## src/ras_pkg.sv

```systemverilog
package ras_pkg;

	// Location numbers on the serial parameter port
	localparam logic [7:0] LOC_AUX_COEF = 8'h0e;
	localparam logic [7:0] LOC_STARTUP_SLOPE = 8'h18;
	localparam logic [7:0] LOC_SC_TIME = 8'h19;
	localparam logic [7:0] LOC_OVERSPEED = 8'h1a;
	localparam logic [7:0] LOC_ALARM_STATUS = 8'h26;

	// Reset values of the writable parameters
	localparam logic [15:0] AUX_COEF_RESET = 16'h0000;
	localparam logic [15:0] STARTUP_SLOPE_RESET = 16'h2ee0;
	localparam logic [15:0] SC_TIME_RESET = 16'h0014;
	localparam logic [15:0] OVERSPEED_RESET = 16'h0000;

	// Frequencies in hundredths of a hertz
	localparam logic [15:0] OVS_BASE_LOW = 16'h157c;
	localparam logic [15:0] OVS_BASE_HIGH = 16'h19c8;
	localparam logic [15:0] OVS_SPAN_LOW = 16'h01f4;
	localparam logic [15:0] OVS_SPAN_HIGH = 16'h0258;
	localparam logic [15:0] SWITCH_OFF_FREQ = 16'h07d0;

	// Fixed-point helpers for the signed / coefficient scaling
	localparam logic [31:0] Q15_HALF = 32'h0000_4000;
	localparam int Q15_SHIFT = 15;
	localparam logic [16:0] WRAP_16 = 17'h1_0000;

	// Timing: clock, tenth of a second, flash period, protection delay
	localparam int CLK_PERIOD_NS = 5;
	localparam int TENTH_NS = 100_000_000;
	localparam int TENTH_CYCLES = TENTH_NS / CLK_PERIOD_NS;
	localparam int FLASH_PERIOD_MS = 2000;
	localparam int FLASH_CYCLES = (FLASH_PERIOD_MS / CLK_PERIOD_NS) * 1_000_000;
	localparam int FLASH_ALARM_DIV = 4;
	localparam logic [7:0] TENTHS_PER_S = 8'h0a;

	// Status word bit positions
	localparam int ST_OK_BIT = 11;
	localparam int ST_RANGE_BIT = 15;
	localparam int NUM_ALARMS = 7;

	// Alarm status word layout
	typedef struct packed {
		logic range_sel;
		logic [2:0] rsv_hi;
		logic ok;
		logic [3:0] rsv_lo;
		logic overspeed;
		logic underspeed;
		logic over_excitation;
		logic short_circuit;
		logic under_voltage;
		logic over_voltage;
		logic checksum;
	} ras_status_t;

	// Parameter port request
	typedef struct packed {
		logic wr;
		logic rd;
		logic [7:0] addr;
		logic [15:0] wdata;
	} ras_loc_req_t;

	// Regulator supervisory states
	typedef enum logic [3:0] {
		ST_START = 4'b0001,
		ST_RUN = 4'b0010,
		ST_OFF = 4'b0100,
		ST_BLOCKED = 4'b1000
	} ras_state_t;

endpackage : ras_pkg

```

## src/ras_flash.sv

```systemverilog
`timescale 1ns/10ps
`default_nettype none

module ras_flash import ras_pkg::*; #(
	parameter int PERIOD_CYCLES = FLASH_CYCLES
) (
	// Clock and reset
	input wire logic clk,
	input wire logic rst_n,
	// Pattern select
	input wire logic alarm_active,
	// Indicator drive
	output logic led
);

	logic [31:0] cnt;
	logic [31:0] period;
	logic [31:0] half;

	// Normal slow blink, faster when an alarm or intervention is present
	always_comb begin
		period = alarm_active ? 32'(PERIOD_CYCLES / FLASH_ALARM_DIV) : 32'(PERIOD_CYCLES);
		half = {1'b0, period[31:1]};
	end

	// Period counter, restarted by range check when a pattern change to the shorter period leaves it out of range
	always_ff @(posedge clk or negedge rst_n) begin
		if (!rst_n) begin
			cnt <= 32'h0000_0000;
		end else if (cnt >= period - 32'h0000_0001) begin
			cnt <= 32'h0000_0000;
		end else begin
			cnt <= cnt + 32'h0000_0001;
		end
	end

	// 50% duty lamp
	always_ff @(posedge clk or negedge rst_n) begin
		if (!rst_n) begin
			led <= 1'b0;
		end else begin
			led <= (cnt < half);
		end
	end

endmodule : ras_flash

`default_nettype wire

```

## src/ras_supervisor.sv

```systemverilog
// What this block does
// Zero overspeed setting: 55 or 66 Hz
// Negative setting lowers threshold toward 50/60
// Positive setting raises threshold toward 60/72
// Floor on reduced voltage below underspeed
// Direct supply: software writes coefficient zero
// Aux supply: coefficient from voltage ratio
// Start-up slope until underspeed threshold passed
// Start-up slope resets to 12000
// Short-circuit timer in tenths, then block
// Short-circuit time zero never blocks
// Checksum failure restores defaults and blocks
// Short circuit: protection, max current, block
// Excitation overcurrent: protection, reduce current
// Active alarms readable at location 38
// Bit index plus one is alarm number
// Bit 11 high when no alarm
// Indicator blinks every 2 s, 50%; the code blinks every 0.5 s while any alarm is present
// Off below 20 Hz until full stop
// Masked alarms close output after delay
// Reserved bits zero, alarms live
// Short-circuit count restarts when condition clears
`timescale 1ns/10ps
`default_nettype none

module ras_supervisor import ras_pkg::*; #(
	parameter int TENTH_CYC = TENTH_CYCLES,
	parameter int FLASH_CYC = FLASH_CYCLES
) (
	// Clock and reset
	input wire logic clk,
	input wire logic arst_n,
	// Serial parameter port
	input wire ras_loc_req_t loc_req,
	output logic [15:0] loc_rdata,
	output logic loc_rvalid,
	// Measurements and strap
	input wire logic [15:0] freq,
	input wire logic [15:0] underspeed_freq,
	input wire logic high_freq_range_select,
	// Alarm conditions from the regulator
	input wire logic checksum_fail,
	input wire logic over_voltage,
	input wire logic under_voltage,
	input wire logic short_circuit,
	input wire logic excit_overcurrent,
	// Protection output setup
	input wire logic [6:0] prot_mask,
	input wire logic [3:0] prot_delay_s,
	// Voltage shaping
	input wire logic [15:0] run_vf_slope,
	input wire logic [15:0] vout_request,
	input wire logic [15:0] aux_supply_min,
	// Regulator actions
	output logic protection_output,
	output logic max_excitation,
	output logic reduce_excitation,
	output logic regulator_enable,
	output logic [15:0] active_vf_slope,
	output logic [15:0] vout_setpoint,
	output ras_status_t status_word,
	output logic indicator_led
);

	logic rst_meta;
	logic rst_n;
	logic [15:0] aux_voltage_coefficient;
	logic [15:0] startup_vf_slope;
	logic [15:0] short_circuit_time;
	logic [15:0] overspeed_threshold;
	ras_state_t state;
	ras_state_t next_state;
	logic startup_phase;
	logic [15:0] ovs_base;
	logic [15:0] ovs_span;
	logic [15:0] ovs_mag;
	logic [31:0] ovs_prod;
	logic [15:0] ovs_offset;
	logic [15:0] ovs_limit;
	logic [31:0] floor_prod;
	logic [15:0] vout_floor;
	logic [31:0] tenth_cnt;
	logic tenth_tick;
	logic [7:0] sc_tenths;
	logic sc_expired;
	logic [7:0] prot_tenths;
	logic [7:0] prot_limit;
	logic checksum_alarm;
	logic sc_alarm;
	logic [6:0] alarms;
	logic prot_request;
	logic underspeed_alarm;
	logic overspeed_alarm;
	logic any_alarm;

	// Reset release through two flops
	always_ff @(posedge clk or negedge arst_n) begin
		if (!arst_n) begin
			rst_meta <= 1'b0;
			rst_n <= 1'b0;
		end else begin
			rst_meta <= 1'b1;
			rst_n <= rst_meta;
		end
	end

	// Parameter writes; a checksum failure reloads defaults
	always_ff @(posedge clk or negedge rst_n) begin
		if (!rst_n) begin
			aux_voltage_coefficient <= AUX_COEF_RESET;
			startup_vf_slope <= STARTUP_SLOPE_RESET;
			short_circuit_time <= SC_TIME_RESET;
			overspeed_threshold <= OVERSPEED_RESET;
		end else if (checksum_fail) begin
			aux_voltage_coefficient <= AUX_COEF_RESET;
			startup_vf_slope <= STARTUP_SLOPE_RESET;
			short_circuit_time <= SC_TIME_RESET;
			overspeed_threshold <= OVERSPEED_RESET;
		end else if (loc_req.wr) begin
			unique case (loc_req.addr)
				LOC_AUX_COEF: aux_voltage_coefficient <= loc_req.wdata;
				LOC_STARTUP_SLOPE: startup_vf_slope <= loc_req.wdata;
				LOC_SC_TIME: short_circuit_time <= {8'h00, loc_req.wdata[7:0]};
				LOC_OVERSPEED: overspeed_threshold <= loc_req.wdata;
				default: ;
			endcase
		end
	end

	// Parameter reads, one cycle after the strobe
	always_ff @(posedge clk or negedge rst_n) begin
		if (!rst_n) begin
			loc_rdata <= 16'h0000;
			loc_rvalid <= 1'b0;
		end else begin
			loc_rvalid <= loc_req.rd;
			if (loc_req.rd) begin
				unique case (loc_req.addr)
					LOC_AUX_COEF: loc_rdata <= aux_voltage_coefficient;
					LOC_STARTUP_SLOPE: loc_rdata <= startup_vf_slope;
					LOC_SC_TIME: loc_rdata <= short_circuit_time;
					LOC_OVERSPEED: loc_rdata <= overspeed_threshold;
					LOC_ALARM_STATUS: loc_rdata <= status_word;
					default: loc_rdata <= 16'h0000;
				endcase
			end
		end
	end

	// Overspeed limit: base point plus or minus a scaled offset
	always_comb begin
		ovs_base = high_freq_range_select ? OVS_BASE_HIGH : OVS_BASE_LOW;
		ovs_span = high_freq_range_select ? OVS_SPAN_HIGH : OVS_SPAN_LOW;
		if (overspeed_threshold[15]) begin
			ovs_mag = 16'(WRAP_16 - {1'b0, overspeed_threshold});
		end else begin
			ovs_mag = overspeed_threshold;
		end
		ovs_prod = 32'(ovs_mag) * 32'(ovs_span) + Q15_HALF;
		ovs_offset = 16'(ovs_prod >> Q15_SHIFT);
		if (overspeed_threshold[15]) begin
			ovs_limit = ovs_base - ovs_offset;
		end else begin
			ovs_limit = ovs_base + ovs_offset;
		end
	end

	// Lowest output voltage that still feeds the regulator supply
	always_comb begin
		floor_prod = 32'(aux_supply_min) * 32'(aux_voltage_coefficient) + Q15_HALF;
		vout_floor = aux_supply_min + 16'(floor_prod >> Q15_SHIFT);
	end

	// Tenth-of-a-second time base
	always_ff @(posedge clk or negedge rst_n) begin
		if (!rst_n) begin
			tenth_cnt <= 32'h0000_0000;
			tenth_tick <= 1'b0;
		end else if (tenth_cnt == 32'(TENTH_CYC - 1)) begin
			tenth_cnt <= 32'h0000_0000;
			tenth_tick <= 1'b1;
		end else begin
			tenth_cnt <= tenth_cnt + 32'h0000_0001;
			tenth_tick <= 1'b0;
		end
	end

	// Live alarm conditions
	always_comb begin
		sc_alarm = short_circuit && (freq >= SWITCH_OFF_FREQ) && (state == ST_RUN);
		underspeed_alarm = (freq < underspeed_freq);
		overspeed_alarm = (freq > ovs_limit);
		alarms = {overspeed_alarm, underspeed_alarm, excit_overcurrent, sc_alarm,
			under_voltage, over_voltage, checksum_alarm};
		any_alarm = |alarms;
		sc_expired = (short_circuit_time[7:0] != 8'h00) && (sc_tenths >= short_circuit_time[7:0]);
	end

	// Short-circuit tolerance count
	always_ff @(posedge clk or negedge rst_n) begin
		if (!rst_n) begin
			sc_tenths <= 8'h00;
		end else if (!sc_alarm) begin
			sc_tenths <= 8'h00;
		end else if (tenth_tick && !sc_expired && (sc_tenths != 8'hff)) begin
			sc_tenths <= sc_tenths + 8'h01;
		end
	end

	// Checksum alarm held until the machine restarts from standstill
	always_ff @(posedge clk or negedge rst_n) begin
		if (!rst_n) begin
			checksum_alarm <= 1'b0;
		end else if (checksum_fail) begin
			checksum_alarm <= 1'b1;
		end else if (next_state == ST_START && state == ST_BLOCKED) begin
			checksum_alarm <= 1'b0;
		end
	end

	// Supervisory state transitions
	always_comb begin
		next_state = state;
		if (checksum_fail) begin
			next_state = ST_BLOCKED;
		end else begin
			unique case (state)
				ST_START: if (freq >= SWITCH_OFF_FREQ) begin
					next_state = ST_RUN;
				end
				ST_RUN: if (sc_alarm && sc_expired) begin
					next_state = ST_BLOCKED;
				end else if (freq < SWITCH_OFF_FREQ) begin
					next_state = ST_OFF;
				end
				ST_OFF: if (freq == 16'h0000) begin
					next_state = ST_START;
				end
				ST_BLOCKED: if (freq == 16'h0000) begin
					next_state = ST_START;
				end
			endcase
		end
	end

	// State register
	always_ff @(posedge clk or negedge rst_n) begin
		if (!rst_n) begin
			state <= ST_START;
		end else begin
			state <= next_state;
		end
	end

	// Start-up slope in force until the underspeed threshold is passed
	always_ff @(posedge clk or negedge rst_n) begin
		if (!rst_n) begin
			startup_phase <= 1'b1;
		end else if (state == ST_START) begin
			startup_phase <= 1'b1;
		end else if (freq > underspeed_freq) begin
			startup_phase <= 1'b0;
		end
	end

	// Slope and voltage setpoint handed to the control loop
	always_ff @(posedge clk or negedge rst_n) begin
		if (!rst_n) begin
			active_vf_slope <= STARTUP_SLOPE_RESET;
			vout_setpoint <= 16'h0000;
		end else begin
			active_vf_slope <= startup_phase ? startup_vf_slope : run_vf_slope;
			if (underspeed_alarm && (vout_request < vout_floor)) begin
				vout_setpoint <= vout_floor;
			end else begin
				vout_setpoint <= vout_request;
			end
		end
	end

	// Protection output delay in tenths
	always_comb begin
		prot_request = (|(alarms & prot_mask)) || sc_alarm || excit_overcurrent;
		prot_limit = 8'(prot_delay_s * TENTHS_PER_S);
	end

	// Delay counter, restarted whenever no selected alarm, short-circuit alarm or excitation overcurrent is present
	always_ff @(posedge clk or negedge rst_n) begin
		if (!rst_n) begin
			prot_tenths <= 8'h00;
		end else if (!prot_request) begin
			prot_tenths <= 8'h00;
		end else if (tenth_tick && (prot_tenths < prot_limit)) begin
			prot_tenths <= prot_tenths + 8'h01;
		end
	end

	// Regulator action outputs
	always_ff @(posedge clk or negedge rst_n) begin
		if (!rst_n) begin
			protection_output <= 1'b0;
			max_excitation <= 1'b0;
			reduce_excitation <= 1'b0;
			regulator_enable <= 1'b0;
		end else begin
			protection_output <= prot_request && (prot_tenths >= prot_limit);
			max_excitation <= sc_alarm;
			reduce_excitation <= excit_overcurrent && (state == ST_RUN);
			regulator_enable <= (next_state == ST_RUN) || (next_state == ST_START);
		end
	end

	// Alarm status word, refreshed every cycle
	always_ff @(posedge clk or negedge rst_n) begin
		if (!rst_n) begin
			status_word <= '0;
		end else begin
			status_word.checksum <= alarms[0];
			status_word.over_voltage <= alarms[1];
			status_word.under_voltage <= alarms[2];
			status_word.short_circuit <= alarms[3];
			status_word.over_excitation <= alarms[4];
			status_word.underspeed <= alarms[5];
			status_word.overspeed <= alarms[6];
			status_word.rsv_lo <= 4'h0;
			status_word.ok <= !any_alarm;
			status_word.rsv_hi <= 3'h0;
			status_word.range_sel <= high_freq_range_select;
		end
	end

	// Indicator lamp
	ras_flash #(
		.PERIOD_CYCLES(FLASH_CYC)
	) u_flash (
		.clk(clk),
		.rst_n(rst_n),
		.alarm_active(any_alarm),
		.led(indicator_led)
	);

endmodule : ras_supervisor

`default_nettype wire

```

## config.mk

```make
export PLATFORM = sky130hd
export DESIGN_NAME = ras_supervisor
export DESIGN_NICKNAME = d
export VERILOG_FILES = /design/src/ras_pkg.sv /design/src/ras_flash.sv /design/src/ras_supervisor.sv
export SDC_FILE = /design/constraint.sdc
export NUM_CORES = 1
export LEC_CHECK = 0
export BUFFER_PORTS_ARGS = -buffer_cell sky130_fd_sc_hd__buf_2
export CAP_MARGIN = 20
export CORE_ASPECT_RATIO = 0.6
export CORE_MARGIN = 1.5
export CORE_UTILIZATION = 35
export CTS_CLUSTER_DIAMETER = 60
export DETAILED_ROUTE_END_ITERATION = 10
export HOLD_SLACK_MARGIN = 0.05
export PLACE_DENSITY = 0.56
export SLEW_MARGIN = 20
export SYNTH_ARGS = -nofsm -noshare
export SYNTH_HDL_FRONTEND = slang
export SYNTH_SLANG_ARGS = --single-unit
```

## constraint.sdc

```tcl
create_clock -name clk -period 6.76 [get_ports clk]
set_input_delay 0.338 -clock clk [delete_from_list [all_inputs] [get_ports clk]]
set_output_delay 0.338 -clock clk [all_outputs]
set_load 0.02 [all_outputs]
```

==> flow_metrics.py, run 1 <==
metrics = {
    "worst_setup_path": {
        "r2r_start": "overspeed_threshold[7]$_DFFE_PN0P_",
        "cpPeakStageDelay_ps": 560,
        "cp_data_required_time_ps": 7230,
        "cp_max_fo": 6,
        "crit_arrival_ps": 11080,
        "cp_num_buf_inv": 7,
        "reg2reg_slack_ps": -3850,
        "r2r_end": "u_flash.cnt[28]$_DFF_PN0_",
        "worstSetupPathType": "flip-flop to flip-flop",
        "ff2ff_path_depth": 53,
        "path_delay_family": "compound AO/OA/AOI/OAI gates",
        "end_kind": "flip-flop",
        "slowest_stage": "or4_4",
        "setup.worst_path.start_class": "flip-flop",
    },
    "die": {
        "die_y_um": 205.2,
        "coreArea_um2": 66770,
        "die_x_um": 340.0,
        "placementRows": 73,
        "die_area_um2": 69780,
        "start_util_pct": 35.73,
        "pin_count": 195,
    },
    "sta": {
        "whs_ps": 93.25,
        "fin_crit_sh_pct": 156.9,
        "finClkSkew_ps": 20.85,
        "finalSetupViolCount": 58,
        "slew_headroom_pct": 23.08,
        "rsz0062_at_grt": "yes",
        "worstMarginPinSlew_ps": 1154,
        "finalHoldViolCount": 0,
        "timing.final.ws_setup_ps": -3848,
        "fmax_mhz": 94.27,
        "setup_tns_ps": -175050,
        "layout_min_cycle_time_ps": 10610,
        "drv_slew": 0,
    },
    "finish": {
        "diodes": 0,
        "filler_cell_count": 6374,
        "drive_gt1_share_pct": 25.94,
        "ff_latch_area_um2": 5218,
        "finalInstanceArea_um2": 30910,
        "multi_input_area_um2": 17850,
        "synthToLayoutAreaGrowth_pct": 29.57,
        "nets": 3857,
    },
    "worst_hold_path": {
        "min_path_cells": 3,
        "holdPathEnd": "short_circuit_time[7]$_DFFE_PN0P_",
        "min_path_type": "input port to flip-flop",
        "hold_start": "loc_req[7]",
    },
    "run": {
        "cap_violations": 0,
    },
    "clocking": {
        "cts_tree": "done",
        "cts_root_buffer": "clkbuf_16",
        "worstSkewPairLatency_ps": 590,
        "cts_buffers": 27,
        "clockBufferDepth": 3,
        "cts.sinks": 207,
        "htreeDepth": 1,
        "clkTransAtPathRegs_ps": 60,
    },
    "route": {
        "first_pass_iters": 7,
        "vias": 20260,
        "drc": 0,
        "wl_per_cell_um": 17.81,
        "drt_wl_total_um": 73100,
        "first_iter_violations": 1424,
        "viasPerCell": 4.936,
        "ant_nets": 0,
    },
    "global_route": {
        "grt_pass1_wl_um": 116600,
        "grt_overflow": 0,
        "grt_max_degree": 78,
        "grt_util_all_layers_pct": 21.11,
        "first_global_vias": 20840,
        "antenna_found_initial": 2,
    },
    "placed_design": {
        "hpwl_um": 59830,
        "gp_congestion": 0.8955,
        "io_buffers": 185,
        "dpl_cell_area_um2": 28550,
    },
    "synthesis": {
        "syn_area_per_cell_um2": 9.053,
        "syn_inst": 2635,
        "ys_types": 71,
        "netlist.area_leader.share_pct": 21.90,
        "async_flop_share_pct": 100.0,
        "yosysMostFrequentCell": "inv_1",
        "yosysTopAreaCell": "fa_1",
        "yosys_warnings": 0,
        "ys_top_cells_by_count": "inv_1, nand2_1, ha_1, fa_1, dfrtp_1",
        "synthFlopType": "dfrtp_1",
        "synth.area.top_cells": "fa_1, dfrtp_1, ha_1, inv_1, nand2_1",
        "synth_edf_count": 0,
        "ys_ff_latch": 207,
        "synth-seq-area-share_pct": 21.81,
        "syn_area_um2": 23850,
    },
    "power_and_ir_drop": {
        "power_density_nw_per_um2": 120.5,
        "p_total_w": 0.003725,
        "leakagePower_nw": 16.10,
        "vdd_drop_max_mv": 0.1341,
    },
    "status": {
        "violations": "negative setup slack",
        "status": "complete, but fails checks",
    },
}
## worst reg2reg max path: cells and delay by family, from the launching register on
kind | cells | cell delay [ps]
flops | 1 | 380
compound gates | 21 | 3540
fa+ha+maj | 9 | 3240
buf+inv | 7 | 460
simple gates | 14 | 2480
xor+xnor | 2 | 400
## worst max-delay path by stage
stage / slack [ps] / from / end / cells after the start
3_5_place_dp: -3950 / overspeed_threshold[7]$_DFFE_PN0P_ / u_flash.cnt[21]$_DFF_PN0_ / 48
3_3_place_gp: -3810 / overspeed_threshold[7]$_DFFE_PN0P_ / u_flash.cnt[29]$_DFF_PN0_ / 52
4_1_cts: -3750 / overspeed_threshold[7]$_DFFE_PN0P_ / u_flash.cnt[14]$_DFF_PN0_ / 52
5_1_grt: -4340 / overspeed_threshold[7]$_DFFE_PN0P_ / u_flash.cnt[24]$_DFF_PN0_ / 52
6_report: -3850 / overspeed_threshold[7]$_DFFE_PN0P_ / u_flash.cnt[28]$_DFF_PN0_ / 53
2_1_floorplan: -3250 / overspeed_threshold[4]$_DFFE_PN0P_ / u_flash.cnt[26]$_DFF_PN0_ / 51
## flip-flops by register name (all words and copies together) (netlist names), 4 cells and up
register                 flops
sc_tenths                    8
overspeed_threshold         16
status_word                  9
state                        4
short_circuit_time           8
startup_vf_slope            16
vout_setpoint               16
prot_tenths                  8
active_vf_slope             16
loc_rdata                   16
u_flash.cnt                 32
aux_voltage_coefficient     16
tenth_cnt                   32
## kinds of logic (layout without fill, tap and decap cells)
family,Yosys count,count (layout),synth area share [%]
compound gates,338,338,9.032
xor+xnor,144,144,5.287
fa+ha+maj,548,548,36.96
buf+inv,496,1044,7.931
flops,207,207,21.81
mux,55,55,2.413
other cells,2,23,0.03148
simple gates,845,845,16.54
## area by class of cell
cell class	count	area share, %
clock inverters	16	0.5910
inverters	392	4.777
flip-flops and latches	207	16.88
repair buffers	603	13.97
well taps	900	3.643
multi-input cells	1953	57.75
clock buffers	33	2.388
## where the power goes
group / leakage (nW) / switching (W) / total [W] / internal [W]
clock: 0.455 / 0.000640 / 0.00151 / 0.000868
combinational: 13.0 / 0.000504 / 0.000920 / 0.000417
sequential: 2.69 / 0.0000272 / 0.00130 / 0.00127
## layout by cell type (no fill, tap or decap), types with 9 or more instances in the layout
cell | synthesis | layout
o22ai_1 | 10 | 10
dfstp_2 | 18 | 18
buf_4 | 8 | 343
nor3_1 | 31 | 27
clkbuf_16 | 0 | 27
a21o_1 | 36 | 36
nor4_1 | 13 | 10
a221oi_1 | 12 | 11
mux2_2 | 20 | 19
dlygate4sd3_1 | 0 | 50
mux2i_1 | 35 | 34
a21oi_1 | 134 | 116
nand2b_1 | 17 | 16
buf_6 | 0 | 21
ha_1 | 287 | 263
nand2_1 | 355 | 340
xnor2_1 | 79 | 73
and2_1 | 102 | 101
inv_2 | 0 | 12
nor2b_1 | 19 | 18
xor2_1 | 65 | 58
nand3_1 | 45 | 42
nor2_1 | 168 | 145
a21oi_2 | 0 | 15
nand4_1 | 26 | 26
o21ai_0 | 60 | 40
buf_2 | 0 | 185
o21ai_1 | 0 | 11
and3_1 | 27 | 27
dfrtp_2 | 0 | 9
ha_4 | 0 | 18
nor2_2 | 0 | 19
conb_1 | 2 | 23
fa_1 | 261 | 257
inv_1 | 392 | 378
o21a_1 | 11 | 11
dfrtp_1 | 189 | 179
## repair_timing
action	CTS	global route
endpoints found under the setup margin	58	58
gates resized for setup	74	88
hold buffers	50	0
cloned	1	3
pin swaps	40	51
endpoints found under the hold margin	67	0
buffers inserted	15	19
## routing by layer
metal | vias up | routed length [µm] | GRT usage (%)
met2 | 555 | 30370 | 30.55
met1 | 10020 | 37130 | 33.16
met5 | - | 0 | 0
li1 | 9616 | - | -
met4 | 0 | 957 | 3.029
met3 | 63 | 4645 | 3.455
## stage by stage
step	utilization, %	cells	setup WS (ps)
global placement	42.76	3971	-3812
detailed placement	42.76	3971	-3954
floorplan	-	2656	-3247
CTS	45.48	4084	-3746
finish	46.29	4104	-3848
global route	46.29	4104	-4338
Note: power is estimated with default switching activity, not from simulation.
==> run 2: changes to the inputs <==
MAX_ROUTING_LAYER = met4   (was default)
REMOVE_ABC_BUFFERS = 1   (was default)
==> flow_metrics.py, run 2 (synthesis results as in run 1) <==
metrics = {
    "status": {
        "status": "complete, but fails checks",
        "violations": "negative setup slack",
    },
    "sta": {
        "worstMarginPinSlew_ps": 926.8,
        "finClkSkew_ps": 52.95,
        "finalHoldViolCount": 0,
        "whs_ps": 110.2,
        "slew_headroom_pct": 37.94,
        "drv_slew": 0,
        "timing.final.ws_setup_ps": -4006,
        "layout_min_cycle_time_ps": 10770,
        "finalSetupViolCount": 58,
        "fin_crit_sh_pct": 159.3,
        "fmax_mhz": 92.89,
        "rsz0062_at_grt": "yes",
    },
    "global_route": {
        "grt_pass1_wl_um": 119600,
        "grt_util_met3_pct": 3.529,
        "use_met1_pct": 33.41,
        "first_global_vias": 21050,
        "grt.busiest_layer": "met1",
        "grt_util_all_layers_pct": 22.40,
        "antenna_found_initial": 7,
        "grt_overflow": 0,
        "grt.met2_usage_pct": 32.40,
        "grt_max_degree": 130,
    },
    "worst_setup_path": {
        "ff2ff_path_depth": 53,
        "cp-startpoint": "overspeed_threshold[5]$_DFFE_PN0P_",
        "cp_max_fo": 8,
        "slowest_stage": "fa_1",
        "r2r_start": "overspeed_threshold[5]$_DFFE_PN0P_",
        "setup.worst_path.start_class": "flip-flop",
        "end_kind": "flip-flop",
        "crit_arrival_ps": 11270,
        "crit_path_end": "u_flash.cnt[26]$_DFF_PN0_",
        "r2r_end": "u_flash.cnt[26]$_DFF_PN0_",
        "cp_data_required_time_ps": 7260,
        "reg2reg_slack_ps": -4010,
        "cpPeakStageDelay_ps": 600,
        "worstSetupPathType": "flip-flop to flip-flop",
    },
    "die": {
        "die_area_um2": 69780,
        "die_y_um": 205.2,
        "coreArea_um2": 66770,
        "placementRows": 73,
        "start_util_pct": 35.73,
        "pin_count": 195,
        "die_x_um": 340.0,
    },
    "power_and_ir_drop": {
        "power_frac_clock_pct": 41.2,
        "p_seq_share_pct": 34.5,
        "vdd_drop_max_mv": 0.2276,
        "power_density_nw_per_um2": 120.9,
        "swShare_pct": 31.83,
        "comb_power_share_pct": 24.3,
        "leakagePower_nw": 16.13,
        "p_int_w": 0.002556,
        "p_sw_w": 0.001193,
        "p_total_w": 0.003749,
    },
    "finish": {
        "synthToLayoutAreaGrowth_pct": 29.96,
        "stdcell_count": 4126,
        "final_common_cell": "inv_1",
        "layout_common_cells": "inv_1, nand2_1, buf_4",
        "nets": 3870,
        "reg.largest.list": "tenth_cnt (32), u_flash.cnt (32)",
        "drive_gt1_share_pct": 25.82,
    },
    "placed_design": {
        "hpwl_um": 60080,
        "place_ws_ps": -4835,
        "dp_cells": 3976,
        "io_buffers": 185,
        "gp_congestion": 0.9423,
    },
    "route": {
        "vias": 20290,
        "ant_nets": 0,
        "first_pass_iters": 5,
        "wl_per_cell_um": 18.02,
        "viasPerCell": 4.916,
        "first_iter_violations": 1390,
        "drt_wl_total_um": 74350,
        "drc": 0,
    },
    "clocking": {
        "cts.sinks": 207,
        "cts_root_buffer": "clkbuf_16",
        "clockBufferDepth": 3,
        "cts_tree": "done",
        "clkTransAtPathRegs_ps": 70,
        "cts_buffers": 28,
        "worstSkewPairLatency_ps": 620,
        "htreeDepth": 1,
    },
    "run": {
        "cap_violations": 0,
    },
    "worst_hold_path": {
        "min_path_type": "input port to flip-flop",
    },
}
[run 2: metrics by stage]
step           TNS (ps)  instance area [µm²]  util, %
6_report        -182320                31000    46.43
5_1_grt         -207100                31000    46.43
2_1_floorplan   -193050                23510        -
3_3_place_gp    -213470                28160    42.18
4_1_cts         -183210                30630    45.88
3_5_place_dp    -224410                28160    42.18
[run 2: layer usage]
metal  wire, µm  share of wire, %
met5          0                 0
met4       1032               1.4
met3       4465               6.0
met2      31320                42
met1      37530                50
[run 2: timing repair]
action                     CTS  global route
gates resized for setup    190            58
buffers inserted            29             9
setup endpoints to repair   58            58
hold endpoints to repair    81             0
hold buffers                53             0
pin swaps                  140            44
gates cloned                 3             0
[run 2: worst min-delay path by stage]
stage	start	end	slack, ps	depth (start not counted)
after floorplan	arst_n	rst_meta$_DFF_PN0_	40	0
after global placement	arst_n	rst_meta$_DFF_PN0_	120	1
after detailed placement	arst_n	rst_meta$_DFF_PN0_	130	1
after CTS	loc_req[25]	short_circuit_time[1]$_DFFE_PN0P_	60	3
after global routing	loc_req[25]	short_circuit_time[6]$_DFFE_PN0P_	100	3
final	loc_req[25]	short_circuit_time[6]$_DFFE_PN0P_	110	3
[run 2: layout make-up]
type | instances | area [µm²]
Sequential cell | 207 | 5213
Clock buffer | 35 | 767.0
Multi-Input combinational cell | 1953 | 17750
Antenna cell | 7 | 17.52
Fill cell | 6314 | 35770
Timing Repair Buffer | 615 | 4453
Tap cell | 900 | 1126
Clock inverter | 17 | 203.9
Inverter | 392 | 1474
[run 2: critical path: cells and delay by family (launching register included)]
kind	cells	cell delay, ps
fa+ha+maj	9	3200
flops	1	380
xor+xnor	2	310
compound gates	20	3760
simple gates	13	2190
buf+inv	9	810
[run 2: power by group through the flow]
stage | sequential [W] | clock (W) | combinational [W]
2_1_floorplan | 0.00135 | 0 | 0.000374
3_3_place_gp | 0.00132 | 0 | 0.000783
3_5_place_dp | 0.00132 | 0 | 0.000803
4_1_cts | 0.00130 | 0.00158 | 0.000874
5_1_grt | 0.00130 | 0.00164 | 0.00100
6_report | 0.00129 | 0.00154 | 0.000911
